### config.mk
export PLATFORM = sky130hd
export DESIGN_NAME = hot_swap_backup_sequencer
export DESIGN_NICKNAME = d
export VERILOG_FILES = /design/src/hot_swap_backup_pkg.sv /design/src/hot_swap_backup_sequencer.sv
export VERILOG_INCLUDE_DIRS = /design/src /design/src/src
export SDC_FILE = /design/constraint.sdc
export NUM_CORES = 1
export LEC_CHECK = 0
export BUFFER_PORTS_ARGS = -buffer_cell sky130_fd_sc_hd__buf_2
export CAP_MARGIN = 30
export CORE_MARGIN = 4
export CORE_UTILIZATION = 39
export DETAILED_ROUTE_END_ITERATION = 6
export PLACE_DENSITY_LB_ADDON = 0.12
export REMOVE_ABC_BUFFERS = 1
export SLEW_MARGIN = 0
export SYNTH_ARGS = -nofsm -noshare
export SYNTH_HDL_FRONTEND = slang
export SYNTH_SLANG_ARGS = --single-unit
### constraint.sdc
create_clock -name clk_sys_i -period 1.05 [get_ports clk_sys_i]
set_input_delay 0.21 -clock clk_sys_i [delete_from_list [all_inputs] [get_ports clk_sys_i]]
set_output_delay 0.21 -clock clk_sys_i [all_outputs]
set_load 0.05 [all_outputs]
### src/hot_swap_backup_cfg.svh
/*
 * Constants for the hot-swap and backup sequencer: register offsets, field positions,
 * reset values and code limits.
 * Assumes it is included by bare name from the sequencer module and the bench.
 */
`ifndef HOT_SWAP_BACKUP_CFG_SVH
`define HOT_SWAP_BACKUP_CFG_SVH

// ==========================================================
// Register offsets (plain port, 8-bit address)
// ==========================================================
`define HSB_ADDR_CTRL 8'h00
`define HSB_ADDR_CHG_REF 8'h01
`define HSB_ADDR_STATUS 8'h02

// ==========================================================
// Control register fields
// ==========================================================
`define HSB_CTRL_INHIBIT_BIT 0
`define HSB_CTRL_BOOST_OFF_BIT 1

// ==========================================================
// Status register fields
// ==========================================================
`define HSB_ST_INPUT_GOOD_BIT 0
`define HSB_ST_CONNECTED_BIT 1
`define HSB_ST_FAULT_BIT 2
`define HSB_ST_SWITCHER_OK_BIT 3
`define HSB_ST_CHARGE_EN_BIT 4
`define HSB_ST_BOOST_EN_BIT 5
`define HSB_ST_DIODE_ON_BIT 6
`define HSB_ST_OVLO_BIT 7

// ==========================================================
// Reset values and code limits
// ==========================================================
`define HSB_CHG_REF_RESET 4'hA
`define HSB_CHG_REF_FULL 4'hF

`endif

### src/hot_swap_backup_pkg.sv
/*
 * Types for the hot-swap and backup sequencer.
 * Assumes the constants header sits beside it in src/.
 */
package hot_swap_backup_pkg;

	// Sequencer states
	typedef enum logic [1:0] {
		ST_GATE_LOW = 2'b00, // Gate held by strong pull-down
		ST_SOFT_START = 2'b01, // Soft-start source charging
		ST_RAMP = 2'b10, // Gate pull-up, limits active
		ST_CONNECTED = 2'b11 // Input joined to output
	} seq_state_t;

	// Comparator levels from the analog power stage
	typedef struct packed {
		logic supply_qualified; // Internal supply above 3.3V
		logic input_low_compare; // Input-low sense above 1.2V
		logic input_high_compare_ok; // Input-high sense below 1.17V
		logic soft_start_reached; // Soft-start node at 1.2V
		logic retry_enable_n_low; // Retry input below 200mV
		logic timer_tripped; // Breaker timer node at 1.2V
		logic timer_discharged; // Breaker timer node below 300mV
		logic near_limit; // Current within 1.66% of folded limit
		logic diode_forward; // Output 30mV below stack
		logic diode_fast_on; // Output 65mV below stack
		logic output_above_reg; // Feedback just above regulation
		logic supply_above_on; // Internal supply above 4.3V
		logic supply_below_off; // Internal supply below 4V
		logic driver_above_on; // Driver supply above 4.2V
		logic driver_below_off; // Driver supply below 3.9V
		logic margin_high; // Output 200mV above stack
		logic margin_low; // Output within 90mV of stack
		logic input_above_ovlo; // Input above 38.6V
		logic input_below_resume; // Input below 37.2V
		logic esr_test_active; // Capacitance and ESR test running
	} compare_t;

	// Drives back to the analog power stage
	typedef struct packed {
		logic gate_strong_pulldown; // Strong gate pull-down
		logic gate_pullup; // 24uA gate pull-up source
		logic soft_start_source; // 1uA soft-start source
		logic limit_active; // Current limit and breaker armed
		logic timer_source; // 400uA timer source
		logic timer_sink; // 2uA static timer load
		logic diode_drive; // Ideal diode linear drive
		logic diode_full_on; // Ideal diode full enhancement
		logic switcher_enable; // Switching controller allowed
		logic switches_off; // Both switches forced off
		logic charge_enable; // Step-down charging allowed
		logic boost_enable; // Step-up backup allowed
		logic input_good; // Input-good released high
		logic [3:0] charge_ref_code; // Charge reference code
	} drive_t;

endpackage : hot_swap_backup_pkg

### src/hot_swap_backup_sequencer.sv
/*
 * Hot-swap turn-on sequencer with fault handling, retry gating, input-good,
 * ideal diode and step-up handover, switcher lockouts, charge hysteresis and
 * the charge reference code register.
 * Assumes comparator levels arrive synchronous to clk_sys_i and a plain
 * register port with one-cycle strobes.
 */
// How it works
// - Strong gate pull-down from power-up
// - Start only after supply qualifies
// - Window in range enables soft-start source
// - Soft-start done, retry low: gate pull-up
// - Limit and breaker active during ramp
// - Window exit or timer trip faults
// - After fault, stack supplies output
// - Sense limit folds 48mV to 10mV
// - Timer source near limit, static sink
// - Retry waits for timer below 300mV
// - Software inhibit acts as fault
// - Reconnect only while retry input low
// - Input-good needs all five conditions
// - Input-good mirrored into status register
// - Diode drives at 30mV, full at 65mV
// - Diode off above regulation, boost takes over
// - Switcher lockout with supply hysteresis
// - Charge enable hysteresis, needs input-good
// - Input overvoltage forces switches off
// - Four-bit linear charge reference code
// - Reference resets to 0xA, writable
// - ESR test may raise code full scale
// - Step-up enabled while input-good low
`timescale 1ns/1ns
`include "hot_swap_backup_cfg.svh"

module hot_swap_backup_sequencer (
	input wire logic clk_sys_i, // 125 MHz system clock
	input wire logic nrst_i, // Asynchronous reset, active low
	input wire logic clk_en_i, // Freezes all state while low
	input wire hot_swap_backup_pkg::compare_t compare_i, // Comparator levels
	input wire logic [7:0] reg_addr_i, // Register address
	input wire logic [7:0] reg_wdata_i, // Register write data
	input wire logic reg_wr_i, // Write strobe
	input wire logic reg_rd_i, // Read strobe
	output logic [7:0] reg_rdata_o, // Read data, cycle after strobe
	output hot_swap_backup_pkg::drive_t drive_o // Drives to power stage
);

	// ==========================================================
	// State and registers
	// ==========================================================
	hot_swap_backup_pkg::seq_state_t state; // Sequencer state
	hot_swap_backup_pkg::seq_state_t next_state; // Next sequencer state
	logic inhibit; // Software connect-inhibit
	logic boost_off; // Software boost disable
	logic [3:0] charge_ref; // Programmed charge reference code
	logic fault_latched; // Fault seen, waiting for timer discharge
	logic switcher_ok; // Supply lockout released
	logic ovlo; // Input overvoltage lockout
	logic charge_en; // Charging allowed
	logic input_good; // Input-good level
	logic diode_on; // Ideal diode conducting
	logic fault_now; // Any fault condition this cycle
	logic retry_ok; // Sequence may be (re)attempted

	// Fault sources: window exit, breaker trip, software inhibit
	assign fault_now = !compare_i.input_low_compare || !compare_i.input_high_compare_ok
		|| compare_i.timer_tripped || inhibit;

	// Retry gating after a fault: timer discharged and retry input low
	assign retry_ok = !fault_latched
		|| (compare_i.timer_discharged && compare_i.retry_enable_n_low);

	// ==========================================================
	// Sequencer
	// ==========================================================
	// Next-state logic; any fault drops straight back to gate low
	always_comb begin
		next_state = state;
		unique case (state)
			hot_swap_backup_pkg::ST_GATE_LOW: begin
				// Wait for supply, window and retry conditions
				if (compare_i.supply_qualified && !fault_now && retry_ok) begin
					next_state = hot_swap_backup_pkg::ST_SOFT_START;
				end
			end
			hot_swap_backup_pkg::ST_SOFT_START: begin
				if (fault_now || !compare_i.supply_qualified) begin
					next_state = hot_swap_backup_pkg::ST_GATE_LOW;
				end else if (compare_i.soft_start_reached && compare_i.retry_enable_n_low) begin
					next_state = hot_swap_backup_pkg::ST_RAMP;
				end
			end
			hot_swap_backup_pkg::ST_RAMP: begin
				if (fault_now) begin
					next_state = hot_swap_backup_pkg::ST_GATE_LOW;
				end else if (!compare_i.near_limit) begin
					// Ramp ends once current drops out of the limit band
					next_state = hot_swap_backup_pkg::ST_CONNECTED;
				end
			end
			hot_swap_backup_pkg::ST_CONNECTED: begin
				if (fault_now) begin
					next_state = hot_swap_backup_pkg::ST_GATE_LOW;
				end
			end
		endcase
	end

	// State register
	always_ff @(posedge clk_sys_i or negedge nrst_i) begin
		if (!nrst_i) begin
			state <= hot_swap_backup_pkg::ST_GATE_LOW;
		end else if (clk_en_i) begin
			state <= next_state;
		end
	end

	// Fault memory; cleared only once retry is allowed again
	always_ff @(posedge clk_sys_i or negedge nrst_i) begin
		if (!nrst_i) begin
			fault_latched <= 1'b0;
		end else if (clk_en_i) begin
			if (fault_now && state != hot_swap_backup_pkg::ST_GATE_LOW) begin
				fault_latched <= 1'b1; // Set wins over clear
			end else if (fault_latched && compare_i.timer_discharged
				&& compare_i.retry_enable_n_low) begin
				fault_latched <= 1'b0;
			end
		end
	end

	// ==========================================================
	// Lockouts and hysteresis
	// ==========================================================
	// Switcher supply lockout: on above both rising levels, off below either
	always_ff @(posedge clk_sys_i or negedge nrst_i) begin
		if (!nrst_i) begin
			switcher_ok <= 1'b0;
		end else if (clk_en_i) begin
			if (compare_i.supply_below_off || compare_i.driver_below_off) begin
				switcher_ok <= 1'b0;
			end else if (compare_i.supply_above_on && compare_i.driver_above_on) begin
				switcher_ok <= 1'b1;
			end
		end
	end

	// Input overvoltage lockout, independent of the hot-swap path
	always_ff @(posedge clk_sys_i or negedge nrst_i) begin
		if (!nrst_i) begin
			ovlo <= 1'b0;
		end else if (clk_en_i) begin
			if (compare_i.input_above_ovlo) begin
				ovlo <= 1'b1;
			end else if (compare_i.input_below_resume) begin
				ovlo <= 1'b0;
			end
		end
	end

	// Input-good: window, no trip, no inhibit, connection complete
	always_ff @(posedge clk_sys_i or negedge nrst_i) begin
		if (!nrst_i) begin
			input_good <= 1'b0;
		end else if (clk_en_i) begin
			input_good <= compare_i.input_low_compare && compare_i.input_high_compare_ok
				&& !compare_i.timer_tripped && !inhibit
				&& state == hot_swap_backup_pkg::ST_CONNECTED
				&& !fault_now;
		end
	end

	// Charge enable with 200mV on / 90mV off margins
	always_ff @(posedge clk_sys_i or negedge nrst_i) begin
		if (!nrst_i) begin
			charge_en <= 1'b0;
		end else if (clk_en_i) begin
			if (!input_good || compare_i.margin_low) begin
				charge_en <= 1'b0;
			end else if (compare_i.margin_high) begin
				charge_en <= 1'b1;
			end
		end
	end

	// Ideal diode: on at forward drop, off once feedback is above regulation
	always_ff @(posedge clk_sys_i or negedge nrst_i) begin
		if (!nrst_i) begin
			diode_on <= 1'b0;
		end else if (clk_en_i) begin
			if (compare_i.output_above_reg) begin
				diode_on <= 1'b0;
			end else if (compare_i.diode_forward || compare_i.diode_fast_on) begin
				diode_on <= 1'b1;
			end
		end
	end

	// ==========================================================
	// Register port
	// ==========================================================
	// Control bits and charge reference code
	always_ff @(posedge clk_sys_i or negedge nrst_i) begin
		if (!nrst_i) begin
			inhibit <= 1'b0;
			boost_off <= 1'b0;
			charge_ref <= `HSB_CHG_REF_RESET;
		end else if (clk_en_i && reg_wr_i) begin
			if (reg_addr_i == `HSB_ADDR_CTRL) begin
				inhibit <= reg_wdata_i[`HSB_CTRL_INHIBIT_BIT];
				boost_off <= reg_wdata_i[`HSB_CTRL_BOOST_OFF_BIT];
			end
			if (reg_addr_i == `HSB_ADDR_CHG_REF) begin
				charge_ref <= reg_wdata_i[3:0];
			end
		end
	end

	// Read data stands only in the cycle after the strobe
	always_ff @(posedge clk_sys_i or negedge nrst_i) begin
		if (!nrst_i) begin
			reg_rdata_o <= 8'h00;
		end else if (clk_en_i) begin
			reg_rdata_o <= 8'h00;
			if (reg_rd_i) begin
				unique case (reg_addr_i)
					`HSB_ADDR_CTRL: begin
						reg_rdata_o <= {6'h00, boost_off, inhibit};
					end
					`HSB_ADDR_CHG_REF: begin
						reg_rdata_o <= {4'h0, charge_ref};
					end
					`HSB_ADDR_STATUS: begin
						reg_rdata_o <= {ovlo, diode_on, drive_o.boost_enable, charge_en,
							switcher_ok, fault_latched,
							state == hot_swap_backup_pkg::ST_CONNECTED,
							input_good};
					end
					default: begin
						reg_rdata_o <= 8'h00; // Unmapped reads as zero
					end
				endcase
			end
		end
	end

	// ==========================================================
	// Drives to the power stage
	// ==========================================================
	// Gate, soft-start and timer controls follow the state
	always_comb begin
		drive_o.gate_strong_pulldown = (state == hot_swap_backup_pkg::ST_GATE_LOW)
			|| fault_now;
		drive_o.soft_start_source = (state == hot_swap_backup_pkg::ST_SOFT_START);
		drive_o.gate_pullup = (state == hot_swap_backup_pkg::ST_RAMP
			|| state == hot_swap_backup_pkg::ST_CONNECTED) && !fault_now;
		// Limit stays armed whenever the gate can be up; fold is analog
		drive_o.limit_active = drive_o.gate_pullup
			|| state == hot_swap_backup_pkg::ST_RAMP;
		drive_o.timer_source = compare_i.near_limit && drive_o.limit_active;
		drive_o.timer_sink = 1'b1;
		drive_o.diode_drive = diode_on;
		drive_o.diode_full_on = diode_on && compare_i.diode_fast_on;
		drive_o.switcher_enable = switcher_ok;
		drive_o.switches_off = ovlo || !switcher_ok;
		drive_o.charge_enable = charge_en && switcher_ok && !ovlo;
		// Backup runs from the stack whenever input-good is low and boost_off is clear
		drive_o.boost_enable = !input_good && !boost_off;
		drive_o.input_good = input_good;
		// ESR test may lift the code up to full scale
		drive_o.charge_ref_code = compare_i.esr_test_active
			? `HSB_CHG_REF_FULL : charge_ref;
	end

	// ==========================================================
	// Assertions
	// ==========================================================
	property p_gate_low_on_fault;
		@(posedge clk_sys_i) disable iff (!nrst_i)
		fault_now |-> drive_o.gate_strong_pulldown && !drive_o.gate_pullup;
	endproperty
	a_gate_low_on_fault: assert property (p_gate_low_on_fault)
		else $error("gate not grounded on fault");

	property p_ramp_entry;
		@(posedge clk_sys_i) disable iff (!nrst_i)
		$rose(state == hot_swap_backup_pkg::ST_RAMP) |->
			$past(compare_i.soft_start_reached && compare_i.retry_enable_n_low);
	endproperty
	a_ramp_entry: assert property (p_ramp_entry)
		else $error("ramp entered without soft-start and retry");

	property p_input_good_cond;
		@(posedge clk_sys_i) disable iff (!nrst_i)
		input_good |-> $past(state == hot_swap_backup_pkg::ST_CONNECTED && !inhibit);
	endproperty
	a_input_good_cond: assert property (p_input_good_cond)
		else $error("input-good high without connection");

	property p_boost_when_bad;
		@(posedge clk_sys_i) disable iff (!nrst_i)
		!input_good && !boost_off |-> drive_o.boost_enable;
	endproperty
	a_boost_when_bad: assert property (p_boost_when_bad)
		else $error("step-up not enabled with input-good low");

	property p_charge_needs_good;
		@(posedge clk_sys_i) disable iff (!nrst_i)
		$rose(charge_en) |-> $past(input_good && compare_i.margin_high);
	endproperty
	a_charge_needs_good: assert property (p_charge_needs_good)
		else $error("charge enabled without margin or input-good");

	property p_ovlo_off;
		@(posedge clk_sys_i) disable iff (!nrst_i)
		ovlo |-> drive_o.switches_off && !drive_o.charge_enable;
	endproperty
	a_ovlo_off: assert property (p_ovlo_off)
		else $error("switches not off in overvoltage");

	property p_ref_full_in_test;
		@(posedge clk_sys_i) disable iff (!nrst_i)
		compare_i.esr_test_active |-> drive_o.charge_ref_code == `HSB_CHG_REF_FULL;
	endproperty
	a_ref_full_in_test: assert property (p_ref_full_in_test)
		else $error("reference not at full scale in test");

	property p_retry_waits_timer;
		@(posedge clk_sys_i) disable iff (!nrst_i)
		$rose(state == hot_swap_backup_pkg::ST_SOFT_START) |-> $past(retry_ok);
	endproperty
	a_retry_waits_timer: assert property (p_retry_waits_timer)
		else $error("sequence restarted before timer discharged");

	property p_switcher_lockout;
		@(posedge clk_sys_i) disable iff (!nrst_i)
		$rose(switcher_ok) |-> $past(compare_i.supply_above_on && compare_i.driver_above_on);
	endproperty
	a_switcher_lockout: assert property (p_switcher_lockout)
		else $error("switcher released below thresholds");

endmodule : hot_swap_backup_sequencer

==> summary.md, run 1 <==
| Metric | Value |
|---|---|
| Status | `finished, violations left` |
| Failing checks | `negative setup slack` |
| WP data required | `roughly 840 ps` |
| Top cells by count, synth | `dfrtp_1 (20), nand2_1 (12), inv_1 (8)` |
| Pwr dens | `slightly above 900 nW/um^2` |
| Final setup margin | `-534 ps` |
| Share of cells above drive strength 1 | `0.624` |
| Total power | `roughly 1.9 mW` |
| Slew margin rel. | `0.663` |
| Crit start category | `register` |
| Peak Freq | `632 MHz` |
| Total grt overflow | `0` |
| Synth Area in Compound Gates | `0.184` |
| Combinational Power Share | `0.274` |
| Clock Path Buffers | `2` |
| Fin Hold WS | `between 70 and 80 ps` |
| Clock Skew | `between 1.5 and 2 ps` |
| Vias in the first global route | `between 1,000 and 1,500` |
| CP bufs+invs | `1` |
| DRC Markers | `0` |
| Post-DP Area | `between 1500 and 2000 um^2` |
| Crit path DAT | `~1400 ps` |
| Reg2Reg Setup Slack | `-290 ps` |
| Sw Ratio | `0.295` |
| Ys flop type | `dfrtp_1` |
| LEAKAGE | `about 1 nW` |
| Crit-path cells | `nand4bb_4 -> a21oi_2 -> buf_6` |
| Die Width | `approximately 63 um` |
| Die H | `between 60 and 70 um` |
| Initial antenna violation count | `0` |
| EDFF count, synth | `0` |
| Max FO, Critical Path | `4` |
| Combinational family with the most area after synthesis | `simple AND/OR/NAND/NOR gates` |
| Worst-margin pin slew | `just over 500 ps` |
| Top post-synthesis cells by area | `dfrtp_1 (42%), mux2_4 (5.0%), dfstp_2 (4.4%), o2bb2ai_1 (4.4%), mux2_2 (3.8%)` |
| Core ar. | `roughly 2900 um^2` |
| Fin area | `2090 um^2` |
| Simple-Gate Fraction of Synth Area | `0.190` |
| Peak supply drop | `roughly 570 uV` |
| Total Die Area | `between 4000 and 5000 um^2` |
| Worst min path class | `primary input to register` |
| Port Buffer Count | `60` |
| WL final | `3670 um` |
| Synth Register Bits | `22` |
| Crit path max-delay family | `flip-flops` |
| Total track usage | `0.187` |
| TritonCTS sink count | `22` |
| Register area share after synthesis | `0.461` |
| Fin Setup TNS | `-8230 ps` |
| Flop pwr share | `0.476` |
| Final Setup Violations | `36` |
| Crit path time final | `around 1600 ps` |
| Max_cap viols | `0` |
| RSZ-0062 raised after global routing | `yes` |
| Post-synthesis adder-cell area fraction | `0` |
| P_int | `approximately 1.3 mW` |
| Initial Util | `0.421` |
| Count leader, synth | `dfrtp_1` |
| Clock transition at path regs | `120 ps` |
| Antenna viol nets, final | `0` |
| Drt pass-1 iters | `4` |
| Worst Hold Depth | `2` |
| Layout net count | `approximately 250` |
| Synth Area in XOR/XNOR | `0` |
| Vias | `between 1,000 and 1,500` |
| FF-to-FF End | `state[0]$_DFFE_PN0P_` |
| Clock power share | `0.250` |
| DRT iter0 DRCs | `37` |
| Slew Viols, Final | `0` |
| Reg area | `between 500 and 600 um^2` |
| First-pass GRT wire length | `roughly 6000 um` |
| Layout area overhead | `73.9%` |
| Hold wc startpoint | `compare_i[9]` |
| Sw power | `between 0.5 and 0.6 mW` |
| Antenna cell count | `0` |
| FP Rows | `19` |
| WL per Instance | `15.6 um` |
| Slowest stage delay, CP | `440 ps` |
| Mean post-synth cell area | `9.92 um^2` |
| Synth Instances | `around 120` |
| Synth unique cells | `37` |
| Share of the synthesized area in the top cell type | `0.417` |
| Post-Synthesis Cell Area | `approximately 1200 um^2` |
| FF-to-FF Start | `inhibit$_DFFE_PN0P_` |
| Gpl congestion | `about 0.80` |
| Async S/R FF share, synth | `1.00` |
| TritonCTS clock tree | `built` |
| Mux contribution to synthesized area | `0.0876` |
| Yosys warnings | `0` |
| Slowest cell on the critical path | `dfrtp_1` |
| Clock Latency Late Sink | `310 ps` |
| Via density | `just over 5` |
| Final hold vios | `0` |
| Largest net degree at the start of global routing | `23` |
| Area of the multi-input gates | `approximately 700 um^2` |
| Filler cells | `213` |
| Hold EP | `diode_on$_DFFE_PN0P_` |
| Top Ports | `66` |
| Synth area leader | `dfrtp_1` |
| Crit end category | `output port` |
| Crit Path Class | `register to output port` |
| Clock Root Buffer | `clkbuf_4` |
| # H-tree levels | `1` |
| Detailed placement HPWL | `around 2500 um` |
| FF-to-FF path depth | `4` |
| Tcrit/Tclk final | `1.51` |
| CTS buffer count | `3` |
==> worst max path at each step <==
| stage | startpoint | to | slack, ps | depth (start not counted) |
|---|---|---|---|---|
| floorplan | switcher_ok$_DFFE_PN0P_ | drive_o[6] | -1030 | 2 |
| global placement | reg_addr_i[3] | charge_ref[2]$_DFFE_PN0P_ | -810 | 4 |
| detailed placement | reg_addr_i[3] | charge_ref[0]$_DFFE_PN0P_ | -830 | 4 |
| CTS | inhibit$_DFFE_PN0P_ | drive_o[16] | -510 | 3 |
| global route | inhibit$_DFFE_PN0P_ | drive_o[13] | -600 | 3 |
| finish | inhibit$_DFFE_PN0P_ | drive_o[12] | -530 | 3 |
==> what timing repair did <==
item	4_1_cts	5_1_grt
pin swaps	13	9
hold buffers	1	0
endpoints found under the hold margin	20	0
gates resized for setup	82	16
cloned	0	0
buffers inserted	7	7
endpoints found under the setup margin	34	38
==> cell type report <==
| class | count | area share |
|---|---|---|
| Timing Repair Buffer | 90 | 0.357 |
| Multi-Input combinational cell | 81 | 0.327 |
| Tap cell | 31 | 0.0186 |
| Clock buffer | 4 | 0.0174 |
| Inverter | 8 | 0.0144 |
| Sequential cell | 22 | 0.266 |
==> cell families (layout without fill, tap and decap cells) <==
logic type             after synthesis  count (layout)
AO/OA/AOI/OAI                       31              31
buffers and inverters               18             102
flip-flops                          22              22
multiplexers                         8               8
other                                1               1
AND/OR/NAND/NOR                     41              41
==> layout by cell type (no fill, tap or decap), drive strengths merged, types with 3 or more instances in the layout <==
master and count:
buf 89, dfrtp 20, nand2 12, inv 8, mux2 8, nor2 7, o2bb2ai 6, or2 5
a21oi 5, a22oi 4, clkbuf 4, o21ai 4, o211ai 3
==> stage by stage <==
step / cells / utilization / setup slack, ps
finish: 236 / 0.732 / -534
global route: 236 / 0.732 / -605
CTS: 233 / 0.702 / -507
detailed placement: 221 / 0.568 / -826
global placement: 221 / 0.568 / -810
floorplan: 111 / - / -1030
==> layer usage <==
metal	vias to the layer above	track usage	wire length, um
li1	596	-	-
met3	5	0.0497	266
met5	-	0	0
met1	569	0.240	1560
met2	49	0.300	1800
met4	0	0.0701	40
==> power by group through the flow <==
stage	combinational (mW)	clock [mW]	sequential, mW
2_1_floorplan	0.175	0	0.942
6_report	0.524	0.477	0.910
5_1_grt	0.563	0.533	0.915
3_5_place_dp	0.380	0	0.920
3_3_place_gp	0.373	0	0.918
4_1_cts	0.481	0.483	0.909
==> flip-flops by register name, summed over array words and instances, names as in the netlist <==
register,cells
boost_off,1
charge_en,1
charge_ref,4
diode_on,1
fault_latched,1
inhibit,1
input_good,1
ovlo,1
reg_rdata_o,8
state,2
switcher_ok,1
No activity file was read; power rests on OpenSTA's default activity.
==> run 2: changes to the inputs <==
--- a/config.mk
+++ b/config.mk
@@ -6,12 +6,13 @@
 export SDC_FILE = /design/constraint.sdc
 export NUM_CORES = 1
 export LEC_CHECK = 0
+export ABC_AREA = 1
 export BUFFER_PORTS_ARGS = -buffer_cell sky130_fd_sc_hd__buf_2
 export CAP_MARGIN = 30
 export CORE_MARGIN = 4
-export CORE_UTILIZATION = 39
+export CORE_UTILIZATION = 45
 export DETAILED_ROUTE_END_ITERATION = 6
-export PLACE_DENSITY_LB_ADDON = 0.12
+export PLACE_DENSITY = 0.8
 export REMOVE_ABC_BUFFERS = 1
 export SLEW_MARGIN = 0
 export SYNTH_ARGS = -nofsm -noshare
==> constraint.sdc (replaced) <==
create_clock -name clk_sys_i -period 1.7 [get_ports clk_sys_i]
set_input_delay 0.34 -clock clk_sys_i [delete_from_list [all_inputs] [get_ports clk_sys_i]]
set_output_delay 0.34 -clock clk_sys_i [all_outputs]
set_load 0.05 [all_outputs]
==> summary.md, run 2 <==
| Metric | Value |
|---|---|
| Status | `finished, violations left` |
| Failing checks | `negative setup slack` |
| Max FO, Critical Path | `4 (unchanged)` |
| Synth unique cells | `24 (-35%)` |
| Flop pwr share | `0.420 (-0.056)` |
| TritonCTS clock tree | `built` |
| Worst min path class | `primary input to register` |
| Async S/R FF share, synth | `1.00 (unchanged)` |
| Largest regs | `reg_rdata_o: 8 flops, charge_ref: 4 flops, state: 2 flops` |
| Final Setup Violations | `3 (-92%)` |
| Port Buffer Count | `60 (unchanged)` |
| CP bufs+invs | `3 (+2)` |
| Core ar. | `2730 um^2 (-4.2%)` |
| Die Width | `61.3 um (-3.4%)` |
| Combinational Power Share | `0.303 (+0.029)` |
| Reg2Reg Setup Slack | `370 ps (+660 ps)` |
| Post-DP Area | `1590 um^2 (-2.0%)` |
| LEAKAGE | `0.991 nW (-2.0%)` |
| Sw power | `0.488 mW (-13%)` |
| FF-to-FF path depth | `10 (+6)` |
| Peak supply drop | `702 uV (+24%)` |
| Final setup margin | `-42.4 ps (+491 ps)` |
| Drt pass-1 iters | `4 (unchanged)` |
| Total power | `1.43 mW (-25%)` |
| Commonest non-fill, non-tap cell in the layout | `nand2_1` |
| DRC Markers | `0 (unchanged)` |
| CTS buffer count | `3 (unchanged)` |
| Die H | `61.3 um (-3.4%)` |
| Hold EP | `diode_on$_DFFE_PN0P_` |
| Count leader, synth | `nand2_1` |
| Crit start category | `register` |
| Clock Path Buffers | `2 (unchanged)` |
| Crit-path cells | `inv_2 -> nand2_2 -> nor2_4 -> inv_2 -> o21ai_2 -> and2_1 -> buf_6` |
| Synth Register Bits | `22 (unchanged)` |
| Slowest cell on the critical path | `dfrtp_1` |
| Crit path time final | `1740 ps` |
| Antenna cell count | `0 (unchanged)` |
| WL final | `2980 um (-19%)` |
| Clock Skew | `1.55 ps (-0.333 ps)` |
| FP Rows | `19 (unchanged)` |
| Initial Util | `0.467 (+0.0467)` |
| Crit Path Class | `register to output port` |
| RSZ-0062 raised after global routing | `yes` |
| Largest net degree at the start of global routing | `23 (unchanged)` |
| Max_cap viols | `0 (unchanged)` |
| Peak Freq | `574 MHz` |
| Most flop-heavy register | `reg_rdata_o` |
| Vias | `1,318 (+8.1%)` |
| Most used cell, CP | `inv_2` |
| Synth area leader | `dfrtp_1` |
| Clock Latency Late Sink | `310 ps (about the same)` |
| Via density | `4.85 (-6.2%)` |
| Top post-synthesis cells by area | `dfrtp_1 (39%), nand2_1 (17%), inv_1 (7.9%), nand3_1 (5.1%), dfstp_2 (4.1%)` |
| Crit path max-delay family | `flip-flops` |
| Layout area overhead | `35.7%` |
| Total track usage | `0.162 (-0.0253)` |
| Pwr dens | `824 nW/um^2 (-10%)` |
| Tcrit/Tclk final | `1.02` |
| WP data required | `1360 ps (+520 ps)` |
| P_int | `0.941 mW (-30%)` |
| Fin area | `1730 um^2 (-17%)` |
| Max reg flops | `8 (unchanged)` |
| Vias in the first global route | `1,167 (-9.1%)` |
| Top cells by count, synth | `nand2_1 (58), inv_1 (27), dfrtp_1 (20)` |
| EDFF count, synth | `0 (unchanged)` |
| Yosys warnings | `0 (unchanged)` |
| Ys flop type | `dfrtp_1` |
| # H-tree levels | `1 (unchanged)` |
| Gpl congestion | `0.739 (-7.2%)` |
| Clock Root Buffer | `clkbuf_4` |
| Most frequent cells in the layout | `nand2_1 (57), buf_2 (54), inv_1 (25)` |
| Clock transition at path regs | `120 ps (about the same)` |
| Post-Synthesis Cell Area | `1280 um^2 (+6.5%)` |
| Synth Instances | `177 (+46%)` |
| FF-to-FF Start | `inhibit$_DFFE_PN0P_` |
| Slowest stage delay, CP | `430 ps (about the same)` |
| Initial antenna violation count | `0 (unchanged)` |
| Worst Hold Depth | `2 (unchanged)` |
| Antenna viol nets, final | `0 (unchanged)` |
| TritonCTS sink count | `22 (unchanged)` |
| Total Die Area | `3760 um^2 (-6.8%)` |
| WL per Instance | `11.0 um (-30%)` |
| First-pass GRT wire length | `4590 um (-23%)` |
| Detailed placement HPWL | `2360 um (-4.6%)` |
| Mean post-synth cell area | `7.22 um^2 (-27%)` |
| Crit end category | `output port` |
| Top Ports | `66 (unchanged)` |
| Crit path DAT | `1400 ps (+30 ps)` |
| Slew Viols, Final | `0 (unchanged)` |
| Share of cells above drive strength 1 | `0.373 (-0.251)` |
| Sw Ratio | `0.342 (+0.0469)` |
| Fin Setup TNS | `-65.8 ps (+8170 ps)` |
| FF-to-FF End | `state[0]$_DFFE_PN0P_` |
| Clock power share | `0.278 (+0.028)` |
| Share of the synthesized area in the top cell type | `0.392 (-0.0253)` |
| Register area share after synthesis | `0.433 (-0.0280)` |
| Total grt overflow | `0 (unchanged)` |
| Hold wc startpoint | `compare_i[9]` |
| DRT iter0 DRCs | `49 (+32%)` |
| Layout net count | `283 (+15%)` |
| Final hold vios | `0 (unchanged)` |
run 2: cells by family after synthesis:
logic type / synth area share
AO/OA/AOI/OAI: 0.0872
AND/OR/NAND/NOR: 0.364
buffers and inverters: 0.113
other: 0.00294
flip-flops: 0.433
run 2: cell type report:
| class | count | area [um^2] |
|---|---|---|
| multi-input combinational | 121 | 599 |
| tap | 31 | 38.8 |
| clock buffer | 3 | 22.5 |
| fill | 254 | 1000 |
| timing repair buffer | 65 | 382 |
| sequential | 22 | 553 |
| clock inverter | 1 | 30.0 |
| inverter | 29 | 109 |
run 2: repair_timing:
item                                   4_1_cts  5_1_grt
hold buffers                                 1        0
resized for setup                           11       10
setup buffers                                1        2
pin swaps                                    0        2
setup endpoints to repair                    5        6
endpoints found under the hold margin       20        0
run 2: worst max-delay path by stage:
stage                              from           to  slack, ps  cells after the start
finish              inhibit$_DFFE_PN0P_  drive_o[12]        -40                      7
global route        inhibit$_DFFE_PN0P_  drive_o[12]       -140                      7
CTS                 inhibit$_DFFE_PN0P_  drive_o[12]       -100                      7
detailed placement        compare_i[14]  drive_o[12]        130                      8
global placement          compare_i[14]  drive_o[12]        150                      8
floorplan           inhibit$_DFFE_PN0P_  drive_o[12]       -610                      6
run 2: per-layer routing:
layer / wire length (um) / GRT usage / share of wire / vias up
li1: - / - / - / 679
met1: 1240 / 0.195 / 0.42 / 580
met2: 1450 / 0.289 / 0.49 / 55
met3: 269 / 0.0440 / 0.090 / 4
met4: 23 / 0.0310 / 0.0077 / 0
met5: 0 / 0 / 0 / -
run 2: power by group through the flow:
stage | combinational, mW | sequential, mW | clock, mW
after floorplan | 0.260 | 0.626 | 0
after global placement | 0.389 | 0.609 | 0
after detailed placement | 0.394 | 0.610 | 0
after CTS | 0.413 | 0.599 | 0.408
after global routing | 0.474 | 0.607 | 0.424
final | 0.432 | 0.600 | 0.397
run 2: stage by stage:
stage	instances	worst slack, ps	hold slack, ps	utilization
floorplan	172	-610	44.4	-
global placement	264	152	331	0.581
detailed placement	264	129	328	0.581
CTS	270	-102	198	0.618
global route	272	-138	228	0.634
finish	272	-42.4	215	0.634
